`src/pkg/bbcc_map.svh`:
```
// constants for the bridge buffer coherency control block
`ifndef BBCC_MAP_SVH
`define BBCC_MAP_SVH
`define BBCC_OE_W        3
`define BBCC_LE_W        4
`define BBCC_OE_IDLE     3'h7
`define BBCC_LE_IDLE     4'hf
`define BBCC_OE_LANE0    0
`define BBCC_OE_LANE1    1
`define BBCC_OE_LANE23   2
`define BBCC_BE_LANE0    0
`define BBCC_BE_LANE1    1
`define BBCC_BE_LANE2    2
`define BBCC_BE_LANE3    3
`define BBCC_CLK_NS      10
`define BBCC_REQ_NS      10
`define BBCC_REQ_CYC     ((`BBCC_REQ_NS + `BBCC_CLK_NS - 1) / `BBCC_CLK_NS)
`endif

```
`src/pkg/bbcc_pkg.sv`:
```
// types for the bridge buffer coherency control block
package bbcc_pkg;
  typedef enum logic [2:0] {
    BBCC_IDLE,
    BBCC_REQ,
    BBCC_WAIT_LOW,
    BBCC_WAIT_HIGH,
    BBCC_GRANT
  } bbcc_state_t;

  // one cycle request describing a swap cycle
  typedef struct packed {
    logic       mismatch;
    logic       bridge_write;
    logic       copy_up;
    logic [3:0] byte_en;
  } bbcc_swap_t;

  // pin group for a three-state line
  typedef struct packed {
    logic out_val;
    logic oe_n;
  } bbcc_pin_t;
endpackage

```
`src/hdl/bbcc_top.sv`:
```
// new master flush handshake, interrupt flush line and swap control
// What this block and the bridge do
// flush buffers before granting new master
// request flush: drive low one clock, release
// bridge seeing low drives low, flushes
// bridge drives high one clock, then releases
// grant only after line seen deasserted
// afterwards drive line deasserted until next winner
// line synchronous, negated during reset
// interrupt flush negated until controller ready
// copy direction high selects copy up
// copy direction low selects copy down
// bridge copies lanes per direction
// output enables only in mismatched cycles
// enable bits map lanes, bit2 two lanes
// latch enables mismatched only, not bridge writes
// four latch bits, one per lane
// hold request asserted in reset, synchronous
// release own driver while bridge drives
`timescale 1ns/1ps
`include "bbcc_map.svh"
// usage notes
//   new_master_won may be a pulse or a level: each idle cycle in which it is
//   high starts one handshake, and a high seen while busy queues one more
//   the flush pins are split into in, out and an active low enable for the pad;
//   the enable is high, our driver off, from the cycle after the low pulse
//   until the bridge's high pulse has been seen
//   grant_new_master is a one cycle pulse standing in the cycle after the
//   edge which saw the bridge's high pulse
//   intc_ready is kept inside the block once seen, so a pulse is enough
//   bus_hold_request is high through reset and then copies bus_hold_need
//   the swap controls follow swap_in one cycle later and hold no other state
module bbcc_top (
  // clock and reset
  input  wire logic                  sys_clk,
  input  wire logic                  srst,
  // arbitration side
  input  wire logic                  new_master_won,
  input  wire logic                  bus_hold_need,
  input  wire logic                  bus_hold_acknowledge,
  output logic                       grant_new_master,
  output logic                       bus_hold_request,
  output logic                       bus_owned,
  // new master flush pin
  input  wire logic                  new_master_flush_n_in,
  output logic                       new_master_flush_n_out,
  output logic                       new_master_flush_n_oe_n,
  // interrupt controller flush pin
  input  wire logic                  intc_ready,
  input  wire logic                  intc_flush_req,
  input  wire logic                  intc_flush_n_in,
  output logic                       intc_flush_n_out,
  output logic                       intc_flush_n_oe_n,
  output logic                       intc_flush_seen,
  // swap cycle description and bridge controls
  input  wire bbcc_pkg::bbcc_swap_t  swap_in,
  output logic                       copy_direction_up,
  output logic [`BBCC_OE_W-1:0]      swap_out_enable_n,
  output logic [`BBCC_LE_W-1:0]      swap_latch_enable_n
);
  bbcc_pkg::bbcc_state_t state;       // flush handshake state
  bbcc_pkg::bbcc_state_t next_state;  // combinational next state
  logic                  intc_armed;  // set once controller is ready
  logic                  pend;        // winner arrived while busy

  // pin drive decode: the bridge owns the line from our release after the low pulse to its high pulse
  // next_* values are decoded from next_state so the pins change on the same
  // edge as the state, which keeps every pin a plain flip-flop output
  wire logic req_phase   = (state == bbcc_pkg::BBCC_REQ);
  wire logic bridge_own  = (state == bbcc_pkg::BBCC_WAIT_LOW) || (state == bbcc_pkg::BBCC_WAIT_HIGH);
  wire logic flushed     = (state == bbcc_pkg::BBCC_WAIT_HIGH) && new_master_flush_n_in;
  wire logic start_flush = (state == bbcc_pkg::BBCC_IDLE) && (new_master_won || pend);
  wire logic next_oe_n   = bbcc_pkg::bbcc_state_t'(next_state) inside {bbcc_pkg::BBCC_WAIT_LOW,
                                                                        bbcc_pkg::BBCC_WAIT_HIGH};
  wire logic next_nmf    = (next_state != bbcc_pkg::BBCC_REQ);

  // handshake timeline, one clock edge to a line:
  //   e0    winner sampled while idle; line goes low, driven
  //   e1    line released; the bridge is expected to hold it low
  //   en    bridge low sampled; now waiting for its high pulse
  //   em    bridge high sampled; grant rises, line driven high again
  //   em+1  grant falls, back to idle and ready for the next winner
  // limitation: the wait states have no time-out; a bridge that never answers
  // stalls every later grant, which is the safe failure since no new master
  // can then meet stale data in the system buffers
  // a winner that arrives while busy waits in pend and starts right after
  // handshake sequencing; a pulse of exactly one cycle before release
  always_comb begin
    next_state = state;
    case (state)
      bbcc_pkg::BBCC_IDLE:      if (start_flush) next_state = bbcc_pkg::BBCC_REQ;
      bbcc_pkg::BBCC_REQ:       next_state = bbcc_pkg::BBCC_WAIT_LOW;
      // bridge should pull low at once; we only sample, never drive here
      bbcc_pkg::BBCC_WAIT_LOW:  if (!new_master_flush_n_in) next_state = bbcc_pkg::BBCC_WAIT_HIGH;
      bbcc_pkg::BBCC_WAIT_HIGH: if (flushed) next_state = bbcc_pkg::BBCC_GRANT;
      // grant lasts one state; the default driver role is already back here
      bbcc_pkg::BBCC_GRANT:     next_state = bbcc_pkg::BBCC_IDLE;
      default:                  next_state = bbcc_pkg::BBCC_IDLE;
    endcase
  end

  // state and pins; reset negates the line and drives it
  // driving high in reset rather than floating keeps the bridge from taking
  // a floating low for a flush request
  always_ff @(posedge sys_clk) begin
    if (srst) begin
      state                   <= bbcc_pkg::BBCC_IDLE;
      new_master_flush_n_out  <= 1'b1;
      new_master_flush_n_oe_n <= 1'b0;
      grant_new_master        <= 1'b0;
    end else begin
      state                   <= next_state;
      new_master_flush_n_out  <= next_nmf;
      new_master_flush_n_oe_n <= next_oe_n;
      grant_new_master        <= (next_state == bbcc_pkg::BBCC_GRANT);
    end
  end

  // a winner during a handshake is remembered; set wins over clear
  // a level held on new_master_won therefore queues at most one more flush,
  // which is all the arbiter can ask for while a handshake runs
  always_ff @(posedge sys_clk) begin
    if (srst) begin
      pend <= 1'b0;
    end else if (new_master_won && (state != bbcc_pkg::BBCC_IDLE)) begin
      pend <= 1'b1;
    end else if (start_flush) begin
      pend <= 1'b0;
    end
  end

  // hold request asserted in reset, then follows demand
  // these are plain registered copies; arbitration itself lives elsewhere
  always_ff @(posedge sys_clk) begin
    if (srst) begin
      bus_hold_request <= 1'b1;
      bus_owned        <= 1'b0;
    end else begin
      bus_hold_request <= bus_hold_need;
      bus_owned        <= bus_hold_acknowledge;
    end
  end

  // interrupt flush stays negated and driven until the controller is up
  // three line states: driven high before the controller is up, driven low
  // while a flush is asked for, released otherwise so the bridge may pull it
  // low; the seen flag counts only lows met while already released
  always_ff @(posedge sys_clk) begin
    if (srst) begin
      intc_armed        <= 1'b0;
      intc_flush_n_out  <= 1'b1;
      intc_flush_n_oe_n <= 1'b0;
      intc_flush_seen   <= 1'b0;
    end else begin
      if (intc_ready) intc_armed <= 1'b1;
      intc_flush_n_out  <= ~(intc_armed & intc_flush_req);
      // once armed the line is released when idle so the bridge may drive it
      intc_flush_n_oe_n <= intc_armed & ~intc_flush_req;
      intc_flush_seen   <= intc_flush_n_oe_n & ~intc_flush_n_in;
    end
  end

  // swap buffer controls; lane copy itself is the bridge's job
  // the sub-block registers every output, so the swap pins also leave this
  // block straight from flip-flops, one cycle after the cycle description
  bbcc_swap_ctrl u_swap (
    .sys_clk             (sys_clk),
    .srst                (srst),
    .swap_in             (swap_in),
    .copy_direction_up   (copy_direction_up),
    .swap_out_enable_n   (swap_out_enable_n),
    .swap_latch_enable_n (swap_latch_enable_n)
  );

  // flush handshake checks
  req_pulse_a: assert property (@(posedge sys_clk) disable iff (srst)
    $fell(new_master_flush_n_out) |=> new_master_flush_n_out && new_master_flush_n_oe_n)
    else $error("flush request not one cycle then release");
  no_drive_a: assert property (@(posedge sys_clk) disable iff (srst)
    bridge_own |-> new_master_flush_n_oe_n)
    else $error("driver on while bridge owns line");
  grant_after_a: assert property (@(posedge sys_clk) disable iff (srst)
    grant_new_master |-> $past(new_master_flush_n_in) && $past(state == bbcc_pkg::BBCC_WAIT_HIGH))
    else $error("grant without flush done");
  idle_high_a: assert property (@(posedge sys_clk) disable iff (srst)
    (state == bbcc_pkg::BBCC_IDLE && !start_flush) |=> new_master_flush_n_out && !new_master_flush_n_oe_n)
    else $error("line not held deasserted when idle");
  reset_neg_a: assert property (@(posedge sys_clk)
    srst |=> new_master_flush_n_out && bus_hold_request)
    else $error("reset values wrong");
  intc_neg_a: assert property (@(posedge sys_clk) disable iff (srst)
    !intc_armed |=> intc_flush_n_out)
    else $error("interrupt flush asserted before ready");
  wait_start_a: assert property (@(posedge sys_clk) disable iff (srst)
    start_flush |=> !new_master_flush_n_out ##1 new_master_flush_n_oe_n)
    else $error("flush start sequence wrong");

  // each of these pins one edge of the handshake timeline, the reset levels or the queued winner
  req_level_a: assert property (@(posedge sys_clk) disable iff (srst)
    req_phase |-> !new_master_flush_n_out && !new_master_flush_n_oe_n)
    else $error("request cycle not driven low");
  low_only_req_a: assert property (@(posedge sys_clk) disable iff (srst)
    !new_master_flush_n_out |-> req_phase)
    else $error("line low outside request cycle");
  start_req_a: assert property (@(posedge sys_clk) disable iff (srst)
    start_flush |=> req_phase)
    else $error("winner did not start a flush");
  wait_low_a: assert property (@(posedge sys_clk) disable iff (srst)
    (state == bbcc_pkg::BBCC_WAIT_LOW && new_master_flush_n_in) |=> (state == bbcc_pkg::BBCC_WAIT_LOW))
    else $error("left wait before bridge low");
  wait_high_entry_a: assert property (@(posedge sys_clk) disable iff (srst)
    (state == bbcc_pkg::BBCC_WAIT_LOW && !new_master_flush_n_in) |=> (state == bbcc_pkg::BBCC_WAIT_HIGH))
    else $error("bridge low not followed");
  wait_high_stay_a: assert property (@(posedge sys_clk) disable iff (srst)
    (state == bbcc_pkg::BBCC_WAIT_HIGH && !new_master_flush_n_in) |=> (state == bbcc_pkg::BBCC_WAIT_HIGH))
    else $error("left wait before bridge high");
  grant_flushed_a: assert property (@(posedge sys_clk) disable iff (srst)
    (state == bbcc_pkg::BBCC_WAIT_HIGH && new_master_flush_n_in) |=> grant_new_master)
    else $error("no grant after flush done");
  grant_pulse_a: assert property (@(posedge sys_clk) disable iff (srst)
    grant_new_master |=> !grant_new_master)
    else $error("grant longer than one cycle");
  grant_state_a: assert property (@(posedge sys_clk) disable iff (srst)
    grant_new_master |-> (state == bbcc_pkg::BBCC_GRANT))
    else $error("grant outside grant state");
  busy_no_grant_a: assert property (@(posedge sys_clk) disable iff (srst)
    bridge_own |-> !grant_new_master)
    else $error("grant while bridge flushes");
  grant_drive_a: assert property (@(posedge sys_clk) disable iff (srst)
    grant_new_master |-> new_master_flush_n_out && !new_master_flush_n_oe_n)
    else $error("line not driven high at grant");
  idle_drive_a: assert property (@(posedge sys_clk) disable iff (srst)
    (state == bbcc_pkg::BBCC_IDLE) |-> new_master_flush_n_out && !new_master_flush_n_oe_n)
    else $error("line not driven high in idle");
  reset_drive_a: assert property (@(posedge sys_clk)
    srst |=> !new_master_flush_n_oe_n && !grant_new_master)
    else $error("line not driven in reset");
  pend_set_a: assert property (@(posedge sys_clk) disable iff (srst)
    (new_master_won && (state != bbcc_pkg::BBCC_IDLE)) |=> pend)
    else $error("busy winner lost");
  pend_clear_a: assert property (@(posedge sys_clk) disable iff (srst)
    start_flush |=> !pend)
    else $error("queued winner served twice");

  // hold request checks
  hold_follow_a: assert property (@(posedge sys_clk) disable iff (srst)
    1'b1 |=> (bus_hold_request == $past(bus_hold_need)))
    else $error("hold request not following demand");
  owned_follow_a: assert property (@(posedge sys_clk) disable iff (srst)
    1'b1 |=> (bus_owned == $past(bus_hold_acknowledge)))
    else $error("ownership not following acknowledge");

  // interrupt flush line checks
  intc_reset_a: assert property (@(posedge sys_clk)
    srst |=> intc_flush_n_out && !intc_flush_n_oe_n)
    else $error("interrupt flush not negated in reset");
  intc_unarmed_a: assert property (@(posedge sys_clk) disable iff (srst)
    !intc_armed |=> !intc_flush_n_oe_n)
    else $error("interrupt flush released before ready");
  intc_sticky_a: assert property (@(posedge sys_clk) disable iff (srst)
    intc_armed |=> intc_armed)
    else $error("interrupt flush ready lost");
  intc_low_drv_a: assert property (@(posedge sys_clk) disable iff (srst)
    !intc_flush_n_out |-> !intc_flush_n_oe_n)
    else $error("interrupt flush low not driven");
  intc_release_a: assert property (@(posedge sys_clk) disable iff (srst)
    intc_flush_n_oe_n |-> intc_armed)
    else $error("interrupt flush released unarmed");
  intc_seen_a: assert property (@(posedge sys_clk) disable iff (srst)
    intc_flush_seen |-> $past(intc_flush_n_oe_n))
    else $error("interrupt flush seen while driving");
  intc_drive_a: assert property (@(posedge sys_clk) disable iff (srst)
    (intc_armed && intc_flush_req) |=> !intc_flush_n_out)
    else $error("interrupt flush request not driven");

  // swap controls as seen at the block's pins
  le_idle_a: assert property (@(posedge sys_clk) disable iff (srst)
    !swap_in.mismatch |=> (swap_latch_enable_n == `BBCC_LE_IDLE))
    else $error("latch enable outside mismatch");
  oe_lane0_a: assert property (@(posedge sys_clk) disable iff (srst)
    (swap_in.mismatch && swap_in.byte_en[`BBCC_BE_LANE0]) |=> !swap_out_enable_n[`BBCC_OE_LANE0])
    else $error("lane 0 enable missing");
  oe_lane1_a: assert property (@(posedge sys_clk) disable iff (srst)
    (swap_in.mismatch && swap_in.byte_en[`BBCC_BE_LANE1]) |=> !swap_out_enable_n[`BBCC_OE_LANE1])
    else $error("lane 1 enable missing");
  oe_lane3_a: assert property (@(posedge sys_clk) disable iff (srst)
    (swap_in.mismatch && swap_in.byte_en[`BBCC_BE_LANE3]) |=> !swap_out_enable_n[`BBCC_OE_LANE23])
    else $error("lane 3 enable missing");
  le_lane0_a: assert property (@(posedge sys_clk) disable iff (srst)
    (swap_in.mismatch && !swap_in.bridge_write && swap_in.byte_en[`BBCC_BE_LANE0])
      |=> !swap_latch_enable_n[`BBCC_BE_LANE0])
    else $error("lane 0 latch missing");
  le_lane1_a: assert property (@(posedge sys_clk) disable iff (srst)
    (swap_in.mismatch && !swap_in.bridge_write && swap_in.byte_en[`BBCC_BE_LANE1])
      |=> !swap_latch_enable_n[`BBCC_BE_LANE1])
    else $error("lane 1 latch missing");
  le_lane2_a: assert property (@(posedge sys_clk) disable iff (srst)
    (swap_in.mismatch && !swap_in.bridge_write && swap_in.byte_en[`BBCC_BE_LANE2])
      |=> !swap_latch_enable_n[`BBCC_BE_LANE2])
    else $error("lane 2 latch missing");
  copy_up_a: assert property (@(posedge sys_clk) disable iff (srst)
    swap_in.copy_up |=> copy_direction_up)
    else $error("copy up not selected");
  copy_down_a: assert property (@(posedge sys_clk) disable iff (srst)
    !swap_in.copy_up |=> !copy_direction_up)
    else $error("copy down not selected");
endmodule

```
`src/hdl/bbcc_swap_ctrl.sv`:
```
// swap buffer direction, output enable and latch enable generation
`timescale 1ns/1ps
`include "bbcc_map.svh"
module bbcc_swap_ctrl (
  // clock and reset
  input  wire logic                    sys_clk,
  input  wire logic                    srst,
  // cycle description
  input  wire bbcc_pkg::bbcc_swap_t    swap_in,
  // outputs to the bridge
  output logic                         copy_direction_up,
  output logic [`BBCC_OE_W-1:0]        swap_out_enable_n,
  output logic [`BBCC_LE_W-1:0]        swap_latch_enable_n
);
  wire logic [`BBCC_OE_W-1:0] next_oe_n;  // active low lane enables
  wire logic [`BBCC_LE_W-1:0] next_le_n;  // active low latch enables
  wire logic                  le_allowed; // latching permitted this cycle

  // lanes 2 and 3 share one enable, so either byte turns it on
  assign next_oe_n[`BBCC_OE_LANE0]  = ~(swap_in.mismatch & swap_in.byte_en[`BBCC_BE_LANE0]);
  assign next_oe_n[`BBCC_OE_LANE1]  = ~(swap_in.mismatch & swap_in.byte_en[`BBCC_BE_LANE1]);
  assign next_oe_n[`BBCC_OE_LANE23] = ~(swap_in.mismatch &
                                       (swap_in.byte_en[`BBCC_BE_LANE2] | swap_in.byte_en[`BBCC_BE_LANE3]));
  // bridge initiated writes never latch
  assign le_allowed = swap_in.mismatch & ~swap_in.bridge_write;
  assign next_le_n  = ~({`BBCC_LE_W{le_allowed}} & swap_in.byte_en);

  // registered outputs, idle at reset
  always_ff @(posedge sys_clk) begin
    if (srst) begin
      copy_direction_up   <= 1'b0;
      swap_out_enable_n   <= `BBCC_OE_IDLE;
      swap_latch_enable_n <= `BBCC_LE_IDLE;
    end else begin
      copy_direction_up   <= swap_in.copy_up;
      swap_out_enable_n   <= next_oe_n;
      swap_latch_enable_n <= next_le_n;
    end
  end

  oe_idle_a: assert property (@(posedge sys_clk) disable iff (srst)
    !swap_in.mismatch |=> (swap_out_enable_n == `BBCC_OE_IDLE))
    else $error("output enable active outside mismatch");
  le_write_a: assert property (@(posedge sys_clk) disable iff (srst)
    swap_in.bridge_write |=> (swap_latch_enable_n == `BBCC_LE_IDLE))
    else $error("latch enable active in bridge write");
  le_lane_a: assert property (@(posedge sys_clk) disable iff (srst)
    (swap_in.mismatch && !swap_in.bridge_write && swap_in.byte_en[`BBCC_BE_LANE3])
      |=> !swap_latch_enable_n[`BBCC_BE_LANE3])
    else $error("lane 3 latch missing");
  oe_lane23_a: assert property (@(posedge sys_clk) disable iff (srst)
    (swap_in.mismatch && swap_in.byte_en[`BBCC_BE_LANE2]) |=> !swap_out_enable_n[`BBCC_OE_LANE23])
    else $error("lane 2/3 enable missing");
  copy_dir_a: assert property (@(posedge sys_clk) disable iff (srst)
    1'b1 |=> (copy_direction_up == $past(swap_in.copy_up)))
    else $error("copy direction wrong");
endmodule

```
`config.mk`:
```
export PLATFORM = sky130hd
export DESIGN_NAME = bbcc_top
export DESIGN_NICKNAME = d
export VERILOG_FILES = /design/src/pkg/bbcc_pkg.sv /design/src/hdl/bbcc_top.sv /design/src/hdl/bbcc_swap_ctrl.sv
export VERILOG_INCLUDE_DIRS = /design/src /design/src/pkg
export SDC_FILE = /design/constraint.sdc
export NUM_CORES = 1
export LEC_CHECK = 0
export ABC_AREA = 1
export BUFFER_PORTS_ARGS = -buffer_cell sky130_fd_sc_hd__buf_2
export CORE_UTILIZATION = 40
export DETAILED_ROUTE_END_ITERATION = 6
export GPL_TIMING_DRIVEN = 0
export PLACE_DENSITY_LB_ADDON = 0.05
export SLEW_MARGIN = 0
export SYNTH_ARGS = -nofsm -noshare
export SYNTH_HDL_FRONTEND = slang
export SYNTH_HIERARCHICAL = 1
export SYNTH_SLANG_ARGS = --single-unit
```
`constraint.sdc`:
```
create_clock -name sys_clk -period 1.1 [get_ports sys_clk]
set_clock_uncertainty 0.2 [all_clocks]
set_input_delay 0.11 -clock sys_clk [delete_from_list [all_inputs] [get_ports sys_clk]]
set_output_delay 0.11 -clock sys_clk [all_outputs]
set_load 0.02 [all_outputs]
```
# After elaboration in Yosys (flattened, before gate mapping)

Cells that the tools add are included.

Eq/ne operators: 7
Mux-type cells: 6
Bitwise operators: 17
Reduce and logical (&&, ||, !) cells: 8

Operators by type and width:

| operator                                               | count |
|---|---|
| == test 3 x 2 -> 1 bit (second input constant)         | 4 |
| one-hot mux 3 bit (4 select lines)                     | 1 |
| two-way mux 3 bit                                      | 3 |
| bitwise AND 1 bit                                      | 7 |
| inverter 1 bit                                         | 7 |
| bitwise AND 4 bit                                      | 1 |
| inverter 4 bit                                         | 1 |
| nonzero test 2 bit                                     | 2 |
| == test 3 x 1 -> 1 bit (second input constant)         | 1 |
| == test 3 bit (second input constant)                  | 1 |
| logical AND 1 bit                                      | 3 |
| zero test 3 bit                                        | 1 |
| inequality test 3 x 1 -> 1 bit (second input constant) | 1 |
| nonzero test 3 bit                                     | 1 |
| two-way mux 1 bit                                      | 2 |
| logical OR 1 bit                                       | 1 |
| OR 1 bit                                               | 1 |

Register bits: 21
Input port bits: 16
Output and inout port bits: 16
Logic and storage cells: 52

# Longest topological paths before layout

Depth in word-level cells: 6
Mapped depth: 4
Depth with buffers taken out: 4

# Modules after synthesis

The synthesis kept the hierarchy.

Modules (own cells, without submodules):

| module         | times used | cells each | area an instance (um^2) | seq. area each (um^2) |
|---|---|---|---|---|
| bbcc_top       | 1          | 43         | 401.6                   | 260.2 |
| bbcc_swap_ctrl | 1          | 29         | 241.5                   | 160.2 |

# Least setup slack after synthesis

Ideal clock, no wire load.

Path type: reg2reg
Start: register state[1]
End: register new_master_flush_n_out
Library setup time: 0.131 ns
Data arrival time: 0.613 ns
Data required time: 0.769 ns
Setup slack: 0.156 ns
Cell stages (with the launch flop): 3
Buffers on the path: 0
Period minus slack after synthesis: 0.944 ns
Path through: dfxtp_1 -> nor3_1 -> nand3_1

Cells in the longest elaborated chain, start to end: 5
Elaborated cells between the ends (all ways): 11
Those cells by class: eq/ne (4); mux (4); reduce/logical (3)

RTL lines:

| element                                                          | RTL line                                       | RTL |
|---|---|---|
| start: declaration                                               | bbcc_top.sv:61                                 | `bbcc_pkg::bbcc_state_t state;` |
| start signal: assignment                                         | bbcc_top.sv:107                                | `state <= bbcc_pkg::BBCC_IDLE;` |
| start signal: assignment                                         | bbcc_top.sv:112                                | `state <= next_state;` |
| == test 3 x 2 -> 1 bit / zero test 3 bit (equally long branches) | bbcc_top.sv:71, bbcc_top.sv:90, bbcc_top.sv:72 |  |
| logical AND 1 bit, on equally long branches                      | bbcc_top.sv:71, bbcc_top.sv:72                 |  |
| two-way mux 3 bit, on equally long branches                      | bbcc_top.sv:95, bbcc_top.sv:91                 |  |
| one-hot mux 3 bit (4 select lines) *                             | bbcc_top.sv:90                                 | `case (state)` |
| inequality test 3 x 1 -> 1 bit *                                 | bbcc_top.sv:75                                 | `wire logic next_nmf = (next_state != bbcc_pkg::BBCC_REQ);` |
| end signal: assignment                                           | bbcc_top.sv:113                                | `new_master_flush_n_out <= next_nmf;` |
| end: declaration                                                 | bbcc_top.sv:46                                 | `output logic new_master_flush_n_out,` |

Every way passes the cells marked *; elsewhere a longest branch is shown, timed or not.
A chain may end at the register's enable or synchronous reset.

# Worst setup path in the final report

Start: register bus_hold_request
End: output port bus_hold_request

RTL lines:

| element                  | RTL line        | RTL |
|---|---|---|
| start: declaration       | bbcc_top.sv:42  | `output logic bus_hold_request,` |
| start signal: assignment | bbcc_top.sv:139 | `bus_hold_request <= bus_hold_need;` |

No word-level cell between the ends.

==> out/qor.yml <==
result_of_the_run: "finished with violations"
root_buffer: "clkbuf_4"
fp-row-count: 14
worst_min_path_start: "srst"
setup.worst_path.class: "reg2out"
start_kind: "flop"
critical_path.cell_chain: "buf_4"
syn_area_per_cell_um2: 8.93
final_net_count: 139
static_leakage_nw: 0.518
worst_r2r_endpoint: "new_master_flush_n_out"
clk-insertion-delay-late_ns: 0.29
yosysTopAreaCellShare: 0.654
min_delay_worst_endpoint: "bus_owned"
replace_congestion: 0.701
final_core_util: 0.718
globalRoute.totalOverflow: 0
wire_length_of_the_first_global_routing_pass_um: 1970
min-delay-path-class: "in2reg"
tritoncts: "yes"
ys_seq_elements: 21
route.final.wire_length_um: 1200
numPortBuffers: 31
worst_setup_path_end_kind: "primary output"
cts_num_sinks: 21
yosysWarnings: 6
first_global_vias: 519
finalSetupTns_ns: 0
cts.hold.buffers_added: 15
die_height_um: 42.1
crit_required_ns: 0.79
path_delay_family: "flip-flops"
irDropWorstVdd_v: 0.000695
finalHoldViolations: 10
r2r.worst_path.cells: 2
final_setup_violation_count: 0
post-dp-hpwl_um: 799
wl_per_cell_um: 8.68
number_of_vias_per_cell: 4.27
route.antenna.remaining_nets: 0
achievable-frequency_mhz: 939
worstMarginPinSlew_ns: 0.255
worstPathMaxFanout: 1
hold-path-cell-count: 2
reg2reg_slack_ns: 0.08
yosys.area.top_type: "dfxtp_1"
initial_antenna_violation_count: 0
worst_r2r_startpoint: "state[1]"
layout-drive-gt1-share: 0.393
finalMaxSlewViolations: 0
synth_top_cells_by_area: "dfxtp_1 (65%), nand2_1 (8.8%), inv_1 (7.0%)"
num_vias: 589
max_stage_delay_ns: 0.32
clk_transition_reported_paths_ns: 0.11
globalRouteTotalUtil: 0.148
clockBufferDepth: 2
detailedRoute.firstIterationViolations: 4
drcViolationCount: 0
antenna_cells_inserted: 0
io-pin-count: 32
post_synth_inst_count: 72
layout_worst_path_cycle_share: 0.968
cp.arrival_ns: 0.76
core_region_area_mm2: 0.00151
slew_headroom: 0.829
postSynthNetCount: 88
drtPass1Iterations: 4
grt_max_degree: 12
cts_buffers: 3
post_cts.repair.setup_buffers: 0
cts_htree_levels: 1
timing.critical_path.buf_inv: 1
violations: "hold timing"
synthesis.area_um2: 643
synthToLayoutAreaGrowth_pct: 68.3
fp.dieW_um: 42.1
critPathSlowestCell: "dfxtp_1"
count_of_fill_cells_added_during_filler_insertion: 128
finalHoldWorstSlack_ns: -0.133
synth_cell_type_count: 12
fp.dieArea_mm2: 0.00177
floorplan.initialDensity: 0.427
final.min_clock_period_ns: 1.07
power_per_cell_area_mw_per_mm2: 1300
synth_sequential_area_ratio: 0.654
drv_cap: 0
[cell usage after synthesis]
master    instances
a21oi_1           1
clkinv_2          1
dfxtp_1          21
inv_1            12
nand2_1          15
nand2_4           1
nand3_1           4
nor2_1           11
nor2_2            2
nor3_1            1
nor3b_1           2
or2_1             1
[report_power, final]
part           switching, W  total [W]  internal, W
combinational      0.000106   0.000229     0.000123
clock              0.000214   0.000355     0.000141
sequential        0.0000200   0.000825     0.000805
[flip-flops by register name, summed over array words and instances (netlist names)]
register and count:
u_swap/copy_direction_up 1, intc_flush_n_oe_n 1, pend 1, new_master_flush_n_out 1, bus_hold_request 1, intc_armed 1, new_master_flush_n_oe_n 1, intc_flush_n_out 1
u_swap/swap_out_enable_n 3, grant_new_master 1, intc_flush_seen 1, u_swap/swap_latch_enable_n 4, state 3, bus_owned 1
[per-stage QoR]
stage / setup WS (ns) / total power [W] / area (um2) / std cells / hold slack [ns]
detailed placement: 0.0700 / 0.00100 / 818 / 119 / 0.0694
finish: 0.0347 / 0.00141 / 1080 / 138 / -0.133
floorplan: 0.156 / 0.000932 / 643 / 72 / -0.0188
CTS: 0.00168 / 0.00140 / 1000 / 138 / -0.144
global route: -0.000735 / 0.00148 / 1080 / 138 / -0.133
global placement: 0.0930 / 0.000995 / 818 / 119 / 0.0672
[metal layers]
metal	vias to the layer above	part of all wire	track usage
met5	-	0	0
met2	20	0.51	0.259
met4	0	0.0083	0.0938
li1	314	-	-
met3	2	0.044	0.0431
met1	253	0.44	0.154
[timing repair]
action,CTS,global route
resized for setup,4,30
endpoints found under the hold margin,19,10
endpoints found under the setup margin,3,15
[worst max path at each step]
stage                             end  slack, ns  cells after the start                         from
6_report             bus_hold_request       0.03                      1             bus_hold_request
5_1_grt             intc_flush_n_oe_n    -0.0007                      1            intc_flush_n_oe_n
4_1_cts          swap_out_enable_n[0]      0.002                      1  u_swap/swap_out_enable_n[0]
3_5_place_dp   new_master_flush_n_out       0.07                      2                     state[1]
3_3_place_gp   new_master_flush_n_out       0.09                      2                     state[1]
2_1_floorplan  new_master_flush_n_out       0.16                      2                     state[1]
[cells by family after synthesis]
kind of cell    after synthesis  share of synthesized area
compound gates                1                    0.00777
buf+inv                      13                     0.0778
flops                        21                      0.654
simple gates                 37                      0.261
[final cells by class]
class	instances	area [um2]	area share
Inverter	13	50.0	0.0462
Timing Repair Buffer	46	377	0.348
Tap cell	16	20.0	0.0185
Sequential cell	21	432	0.399
Clock buffer	4	26.3	0.0243
Multi-Input combinational cell	38	178	0.164
[placed cells by master (no fill, tap or decap)]
| cell type | instances |
|---|---|
| a21oi_1 | 1 |
| buf_2 | 16 |
| buf_4 | 6 |
| buf_6 | 9 |
| clkbuf_1 | 1 |
| clkbuf_4 | 3 |
| clkinv_2 | 1 |
| dfxtp_1 | 12 |
| dfxtp_2 | 9 |
| dlygate4sd3_1 | 15 |
| inv_1 | 12 |
| nand2_1 | 15 |
| nand2_4 | 1 |
| nand3_1 | 4 |
| nor2_1 | 11 |
| nor2_2 | 2 |
| nor3_1 | 1 |
| nor3b_1 | 1 |
| nor3b_2 | 1 |
| or2_1 | 1 |
Note: power is estimated with default switching activity, not from simulation.
